==> config.mk <==
export PLATFORM = sky130hd
export DESIGN_NAME = plc_top
export DESIGN_NICKNAME = d
export VERILOG_FILES = /design/src/hdl/plc_pkg.sv /design/src/hdl/plc_top.sv /design/src/hdl/plc_sync.sv /design/src/hdl/plc_timer.sv
export SDC_FILE = /design/constraint.sdc
export NUM_CORES = 1
export LEC_CHECK = 0
export BUFFER_PORTS_ARGS = -buffer_cell sky130_fd_sc_hd__buf_4
export CORE_MARGIN = 8
export CORE_UTILIZATION = 40
export DETAILED_ROUTE_END_ITERATION = 10
export GPL_ROUTABILITY_DRIVEN = 0
export HOLD_SLACK_MARGIN = 0.06
export SLEW_MARGIN = 0
export SYNTH_ARGS = -nofsm -noshare
export SYNTH_HDL_FRONTEND = slang
export SYNTH_SLANG_ARGS = --single-unit
==> constraint.sdc <==
create_clock -name core_clk_in -period 2.3 [get_ports core_clk_in]
set_clock_uncertainty 0.1 [all_clocks]
set_input_delay 0.115 -clock core_clk_in [delete_from_list [all_inputs] [get_ports core_clk_in]]
set_output_delay 0.115 -clock core_clk_in [all_outputs]
set_load 0.02 [all_outputs]
==> src/hdl/plc_pkg.sv <==
package plc_pkg;

  // ---------------------------------------------------------------
  // Timing
  // ---------------------------------------------------------------
  localparam int CLK_PERIOD_NS      = 5;
  // Unlock window measured from power-up
  localparam int UNLOCK_WINDOW_NS   = 8000000;
  // Release counter time; no figure fixed, plain default
  localparam int RELEASE_TIME_NS    = 64000;
  // Longest time rounds down
  localparam int UNLOCK_WINDOW_CYC  = UNLOCK_WINDOW_NS / CLK_PERIOD_NS;
  // Least time rounds up
  localparam int RELEASE_CYC        = (RELEASE_TIME_NS + CLK_PERIOD_NS - 1) / CLK_PERIOD_NS;
  localparam int TMR_W              = 24;

  // ---------------------------------------------------------------
  // Command and key layout
  // ---------------------------------------------------------------
  localparam int          ADDR_W          = 6;
  localparam int          KEY_W           = 30;
  localparam logic [5:0]  UNLOCK_KEY_ADDR = 6'h24;
  // Arbitrary neutral value, replace per customer
  localparam logic [29:0] UNLOCK_KEY_DEF  = 30'h2aaa5555;
  localparam int          SYNC_W          = 3;

  typedef enum logic [1:0] {
    CMD_ACCESS = 2'b00,
    CMD_VOL_WR = 2'b01,
    CMD_NV_WR  = 2'b10,
    CMD_READ   = 2'b11
  } plc_cmd_kind_t;

  typedef struct packed {
    plc_cmd_kind_t     kind;
    logic [ADDR_W-1:0] addr;
    logic [KEY_W-1:0]  data;
  } plc_cmd_t;

  typedef struct packed {
    logic vol_wr;
    logic nv_wr;
    logic rd;
  } plc_grant_t;

  typedef enum logic [1:0] {
    PS_OFF   = 2'b00,
    PS_COUNT = 2'b01,
    PS_RUN   = 2'b10
  } plc_por_state_t;

  typedef enum logic [1:0] {
    LK_LOCKED = 2'b00,
    LK_OPEN   = 2'b01,
    LK_PERM   = 2'b10
  } plc_lock_state_t;

endpackage

==> src/hdl/plc_top.sv <==
// Functional notes
// - After power-up every read and write is refused while default lock holds.
// - Unlock only by code write to 0x24 within 8 ms of power-up.
// - Accepted unlock keeps access open for rest of powered session.
// - Supply cycle reinstates default lock automatically.
// - Permanent lock bit set plus supply cycle refuses all accesses forever.
// - Under permanent lock unlock code ignored; no way to clear it.
// - Release counter starts when supply reaches upper threshold.
// - Output high impedance until counter expires with supply held above upper.
// - Supply falling to lower threshold asserts reset, output high impedance.
// - After a dip, full power-on delay again before normal output.
// - Lost ground puts output in high impedance, no field response.
// - Restored ground returns output to normal operation by itself.
// - Unlock code travels in dedicated access-code write command.
`timescale 1ns/10ps
module plc_top #(
  parameter logic [plc_pkg::TMR_W-1:0] UNLOCK_WINDOW_CYC =
    plc_pkg::TMR_W'(plc_pkg::UNLOCK_WINDOW_CYC),
  parameter logic [plc_pkg::TMR_W-1:0] RELEASE_CYC       =
    plc_pkg::TMR_W'(plc_pkg::RELEASE_CYC),
  parameter logic [plc_pkg::KEY_W-1:0] UNLOCK_KEY        = plc_pkg::UNLOCK_KEY_DEF
) (
  input  wire logic               core_clk_in,
  input  wire logic               rst_n_in,
  input  wire logic               supply_above_rise_in,
  input  wire logic               supply_above_fall_in,
  input  wire logic               ground_ok_in,
  input  wire logic               perm_lock_bit_in,
  input  wire logic               cmd_valid_in,
  input  wire plc_pkg::plc_cmd_t  cmd_in,
  output logic                    por_reset_n_out,
  output logic                    out_drive_en_out,
  output logic                    field_track_out,
  output plc_pkg::plc_grant_t     grant_out,
  output plc_pkg::plc_cmd_t       grant_cmd_out,
  output logic                    cmd_refused_out,
  output logic                    unlock_accepted_out,
  output plc_pkg::plc_lock_state_t lock_state_out,
  output logic                    window_open_out
);

  // ---------------------------------------------------------------
  // Comparator and ground inputs
  // ---------------------------------------------------------------
  logic [plc_pkg::SYNC_W-1:0] raw_levels;
  logic [plc_pkg::SYNC_W-1:0] sync_levels;
  logic                       above_rise_s;
  logic                       above_fall_s;
  logic                       ground_ok_s;

  // Analog comparators are asynchronous to the core clock
  assign raw_levels   = {ground_ok_in, supply_above_fall_in, supply_above_rise_in};
  assign above_rise_s = sync_levels[0];
  assign above_fall_s = sync_levels[1];
  assign ground_ok_s  = sync_levels[2];

  plc_sync #(
    .W (plc_pkg::SYNC_W)
  ) u_sync (
    .core_clk_in (core_clk_in),
    .rst_n_in    (rst_n_in),
    .async_in    (raw_levels),
    .sync_out    (sync_levels)
  );

  // ---------------------------------------------------------------
  // Power-on sequencing
  // ---------------------------------------------------------------
  plc_pkg::plc_por_state_t por_q;
  plc_pkg::plc_por_state_t next_por;
  logic                    release_done;
  logic                    window_done;
  logic                    session_on;

  assign session_on = (por_q != plc_pkg::PS_OFF);

  // Release counter runs only in COUNT, restarts from zero on any abort
  plc_timer #(
    .LIMIT (RELEASE_CYC)
  ) u_release (
    .core_clk_in (core_clk_in),
    .rst_n_in    (rst_n_in),
    .run_in      (por_q == plc_pkg::PS_COUNT),
    .done_out    (release_done)
  );

  // Unlock window counts from the supply rise for the whole session
  plc_timer #(
    .LIMIT (UNLOCK_WINDOW_CYC)
  ) u_window (
    .core_clk_in (core_clk_in),
    .rst_n_in    (rst_n_in),
    .run_in      (session_on),
    .done_out    (window_done)
  );

  // Next power state from the synchronised comparator levels
  always_comb begin
    next_por = por_q;
    case (por_q)
      plc_pkg::PS_OFF: begin
        if (above_rise_s) begin
          next_por = plc_pkg::PS_COUNT;
        end
      end
      plc_pkg::PS_COUNT: begin
        // Supply must stay above the upper threshold the whole count
        if (!above_rise_s) begin
          next_por = plc_pkg::PS_OFF;
        end else if (release_done) begin
          next_por = plc_pkg::PS_RUN;
        end
      end
      plc_pkg::PS_RUN: begin
        // Hysteresis: only the lower threshold ends a running session
        if (!above_fall_s) begin
          next_por = plc_pkg::PS_OFF;
        end
      end
      default: begin
        next_por = plc_pkg::PS_OFF;
      end
    endcase
  end

  // Power state register
  always_ff @(posedge core_clk_in or negedge rst_n_in) begin
    if (!rst_n_in) begin
      por_q <= plc_pkg::PS_OFF;
    end else begin
      por_q <= next_por;
    end
  end

  // Pin drive follows the next state so it switches with the state
  always_ff @(posedge core_clk_in or negedge rst_n_in) begin
    if (!rst_n_in) begin
      por_reset_n_out  <= 1'b0;
      out_drive_en_out <= 1'b0;
      field_track_out  <= 1'b0;
    end else begin
      por_reset_n_out  <= (next_por == plc_pkg::PS_RUN);
      out_drive_en_out <= (next_por == plc_pkg::PS_RUN) && ground_ok_s;
      field_track_out  <= (next_por == plc_pkg::PS_RUN) && ground_ok_s;
    end
  end

  // ---------------------------------------------------------------
  // Lock state
  // ---------------------------------------------------------------
  plc_pkg::plc_lock_state_t lock_q;
  logic                     power_up_edge;
  logic                     code_write;
  logic                     code_match;
  logic                     window_open;

  assign power_up_edge = (por_q == plc_pkg::PS_OFF) && (next_por == plc_pkg::PS_COUNT);
  assign window_open   = session_on && !window_done;
  // Only the dedicated access command addressed to the key register counts
  assign code_write    = cmd_valid_in && (cmd_in.kind == plc_pkg::CMD_ACCESS) &&
                         (cmd_in.addr == plc_pkg::UNLOCK_KEY_ADDR);
  assign code_match    = (cmd_in.data == UNLOCK_KEY);

  // Lock bit is sampled only at power-up, so setting it takes a supply cycle
  always_ff @(posedge core_clk_in or negedge rst_n_in) begin
    if (!rst_n_in) begin
      lock_q <= plc_pkg::LK_LOCKED;
    end else if (!session_on) begin
      if (power_up_edge && perm_lock_bit_in) begin
        lock_q <= plc_pkg::LK_PERM;
      end else begin
        lock_q <= plc_pkg::LK_LOCKED;
      end
    end else begin
      case (lock_q)
        plc_pkg::LK_LOCKED: begin
          if (code_write && code_match && window_open) begin
            lock_q <= plc_pkg::LK_OPEN;
          end
        end
        plc_pkg::LK_OPEN: begin
          lock_q <= plc_pkg::LK_OPEN;
        end
        plc_pkg::LK_PERM: begin
          lock_q <= plc_pkg::LK_PERM;
        end
        default: begin
          lock_q <= plc_pkg::LK_LOCKED;
        end
      endcase
    end
  end

  // Status mirrors
  always_ff @(posedge core_clk_in or negedge rst_n_in) begin
    if (!rst_n_in) begin
      window_open_out <= 1'b0;
      lock_state_out  <= plc_pkg::LK_LOCKED;
    end else begin
      window_open_out <= window_open;
      lock_state_out  <= lock_q;
    end
  end

  // ---------------------------------------------------------------
  // Access gating
  // ---------------------------------------------------------------
  logic access_ok;

  // Open means unlocked in a live session; the permanent lock never opens
  assign access_ok = session_on && (lock_q == plc_pkg::LK_OPEN);

  // One-cycle grants and refusals, command copied beside the grant
  always_ff @(posedge core_clk_in or negedge rst_n_in) begin
    if (!rst_n_in) begin
      grant_out           <= '0;
      grant_cmd_out       <= '0;
      cmd_refused_out     <= 1'b0;
      unlock_accepted_out <= 1'b0;
    end else begin
      grant_out           <= '0;
      cmd_refused_out     <= 1'b0;
      unlock_accepted_out <= 1'b0;
      if (cmd_valid_in) begin
        grant_cmd_out <= cmd_in;
        case (cmd_in.kind)
          plc_pkg::CMD_ACCESS: begin
            // Late, wrong or permanently locked code writes are refused unless the lock is already open
            if (code_write && code_match && window_open &&
                lock_q == plc_pkg::LK_LOCKED) begin
              unlock_accepted_out <= 1'b1;
            end else if (lock_q != plc_pkg::LK_OPEN) begin
              cmd_refused_out <= 1'b1;
            end
          end
          plc_pkg::CMD_VOL_WR: begin
            grant_out.vol_wr <= access_ok;
            cmd_refused_out  <= !access_ok;
          end
          plc_pkg::CMD_NV_WR: begin
            grant_out.nv_wr <= access_ok;
            cmd_refused_out <= !access_ok;
          end
          plc_pkg::CMD_READ: begin
            grant_out.rd    <= access_ok;
            cmd_refused_out <= !access_ok;
          end
          default: begin
            cmd_refused_out <= 1'b1;
          end
        endcase
      end
    end
  end
endmodule

==> src/hdl/plc_sync.sv <==
`timescale 1ns/10ps
module plc_sync #(
  parameter int W = 1
) (
  input  wire logic         core_clk_in,
  input  wire logic         rst_n_in,
  input  wire logic [W-1:0] async_in,
  output logic      [W-1:0] sync_out
);

  logic [W-1:0] stage1;

  // ---------------------------------------------------------------
  // Two flops per bit; first stage feeds only the second
  // ---------------------------------------------------------------
  for (genvar i = 0; i < W; i++) begin : g_bit
    always_ff @(posedge core_clk_in or negedge rst_n_in) begin
      if (!rst_n_in) begin
        stage1[i]   <= 1'b0;
        sync_out[i] <= 1'b0;
      end else begin
        stage1[i]   <= async_in[i];
        sync_out[i] <= stage1[i];
      end
    end
  end

endmodule

==> src/hdl/plc_timer.sv <==
`timescale 1ns/10ps
module plc_timer #(
  parameter logic [plc_pkg::TMR_W-1:0] LIMIT = 24'h000010
) (
  input  wire logic core_clk_in,
  input  wire logic rst_n_in,
  input  wire logic run_in,
  output logic      done_out
);

  logic [plc_pkg::TMR_W-1:0] count;

  // ---------------------------------------------------------------
  // Counts while run is high; done sticks until run drops
  // ---------------------------------------------------------------
  always_ff @(posedge core_clk_in or negedge rst_n_in) begin
    if (!rst_n_in) begin
      count    <= '0;
      done_out <= 1'b0;
    end else if (!run_in) begin
      count    <= '0;
      done_out <= 1'b0;
    end else if (!done_out) begin
      if (count == LIMIT - 24'h000001) begin
        done_out <= 1'b1;
      end else begin
        count <= count + 24'h000001;
      end
    end
  end

endmodule

==> summary.txt <==
Gr usage total = 0.167
Endpoint class of the critical path = register
Ys flop type = dfrtp_1
Tmin final = 2.15 ns
Final hold vios = 0
Unrepaired setup endpoints after global routing = no
Pin slew with the least headroom to its limit = 0.595 ns
Most frequent cells in the layout = dfrtp_1 (108), buf_4 (106), nand2_1 (51)
Sink Count = 108
H-tree depth = 3
Final Power = 4180 uW
Antenna violations before repair = 0
Lkg Pwr = 0.00297 uW
Crit path from = u_window.count[18]
DR iter-0 viols = 231
Ant. Diodes = 0
Post-route DRC = 0
Largest net degree at the start of global routing = 109
Cts hold-fix bufs = 44
DR WL/cell = 17.2 um
Mapped Nets = 516
Root Buffer Master = clkbuf_16
Crit-path max FO = 6
Asr flop ratio synth = 1.00
Total setup buffers inserted after CTS = 0
Hold_ws = 0.254 ns
Synth Warn # = 0
CTS max path bufs = 2
Post-synthesis register bit count = 108
Period utilization = 0.935
WP data arrival = 2.30 ns
Max Cap Viol = 0
PortBufs = 93
Hold_sp = u_sync.stage1[2]
Critical Path, Cell by Cell = or4_4 > nor4_4 > a2111oi_1 > a2111oi_2
Avg Inst Size Synth = 11.1 um2
Mapped Cells = 469
Endpoints failing setup = 0
Die area = 16900 um2
Post-synth EDFFs = 0
Setup CP Type = register to register
GRT overflow = 0
Drt first pass iters = 4
Seq/Total Area, Yosys = 0.520
Headroom to the max-slew limit = 0.601
R2r startpoint = u_window.count[18]
Status = completed
Routed vias = 4268
Row cnt = 41
Reg-to-reg setup timing slack = 0.15 ns
Routed vias/inst = 5.42
Post-Synth Adder-Cell Area = 0.00482
TritonCTS clock tree = yes
Commonest non-fill, non-tap cell in the layout = dfrtp_1
CTS Buf Count = 9
First-pass GRT wire length = 22100 um
I/O pins = 94
Clock Latency Late Sink = 0.35 ns
Synth cell types = 56
Main combinational cell family by area after synthesis = simple AND/OR/NAND/NOR gates
Resize count post-CTS = 0
Detailed placement HPWL = 9130 um
Peak supply drop = 0.412 mV
Critical path's slowest cell = or4_4
Initial core utilization = 0.410
Setup TNS = 0 ns
Compound-Gate Fraction of Synth Area = 0.113
Vias in the first global route = 4333
Worst path required time = 2.45 ns
Mux share of post-synthesis cell area = 0.115
Layout cells sized above 1 = 0.278
Synth Area in XOR/XNOR = 0.00169
Post-synth design cell area = 5200 um2
Hold crit path type = register to register
Power Density = 609 nW/um2
Fmax achieved = 465 MHz
Layout area overhead = 32.3%
Simple-Gate Fraction of Synth Area = 0.221
Drt total wl = 13600 um
CP startpoint kind = register
Final Slew Violations = 0
Worst-path clk slew = 0.07 ns
Core footprint = 12700 um2
Antenna viol nets, final = 0
Die X = 130 um
Die H = 130 um
Max incr delay on CP = 0.54 ns
Final net count = 657
## worst max-delay path: cells and delay by family, from the launching register on
| kind | cells | cell delay (ns) |
|---|---|---|
| AND/OR/NAND/NOR | 2 | 0.99 |
| AO/OA/AOI/OAI | 2 | 0.52 |
| flip-flops | 1 | 0.43 |
## cells by family after synthesis
family	after synthesis
compound gates	82
flops	108
mux	55
buf+inv	28
simple gates	193
fa+ha+maj	2
xor+xnor	1
## worst paths after layout
check                                       to  cells past startpoint
min                         u_sync.sync_out[2]                      0
max                          u_window.count[7]                      4
max reg2reg                  u_window.count[7]                      4
min reg2reg                 u_sync.sync_out[2]                      0
max in group asynchronous    grant_cmd_out[29]                      3
min in group asynchronous  u_release.count[18]                      3
## where the power goes
group | switching, uW | internal [uW]
combinational | 277 | 274
sequential | 57.0 | 1980
clock | 712 | 879
total | 1050 | 3140
## layer usage
layer	share of wire	global-route usage	wire length, um	vias to the layer above
met3	0.082	0.0734	1110	13
met5	0	0	0	-
li1	-	-	-	2050
met1	0.46	0.218	6310	2079
met4	0.012	0.0417	157	0
met2	0.44	0.249	5990	126
## metrics by stage
step / setup slack, ns / area (um2) / cells / util
floorplan: 0.414 / 5200 / 469 / -
global placement: 0.241 / 6130 / 727 / 0.484
detailed placement: 0.154 / 6130 / 727 / 0.484
CTS: 0.138 / 6870 / 787 / 0.542
global route: 0.0660 / 6870 / 787 / 0.542
finish: 0.150 / 6870 / 787 / 0.542
## registers in the layout, indices dropped and copies added, names as in the netlist, 2 cells and up
signal,cells
por_q,2
grant_out,3
u_release.count,24
lock_q,2
u_sync.stage1,3
u_sync.sync_out,3
u_window.count,24
lock_state_out,2
grant_cmd_out,38
## cell usage after synthesis, types with 3 or more instances
master	n	share of area
o21ai_0	11	0.011
mux2_2	38	0.082
or4_1	16	0.023
and4_1	7	0.012
or3_1	4	0.0048
and2_1	6	0.0072
a41o_1	5	0.0096
inv_1	7	0.0051
nand4_1	14	0.017
buf_1	5	0.0036
clkbuf_1	10	0.0072
nor2_1	15	0.011
o31ai_1	8	0.012
a21oi_1	19	0.018
nand2b_1	22	0.026
a211oi_1	13	0.019
nor3_1	5	0.0048
o41ai_1	3	0.0051
a2111o_1	3	0.0065
a31oi_1	6	0.0072
nor4_1	3	0.0036
nor4bb_1	7	0.013
dfrtp_1	108	0.52
mux2i_1	17	0.033
and3_1	5	0.0060
nand3_1	20	0.019
nand2_1	51	0.037
## final cells by class
class	count	area [um2]
Fill cell	1113	5800
Inverter	7	26.3
Clock inverter	5	60.1
Multi-Input combinational cell	333	2370
Sequential cell	108	2700
Timing Repair Buffer	151	1260
Tap cell	172	215
Clock buffer	11	243
(Power assumes the default switching activity.)
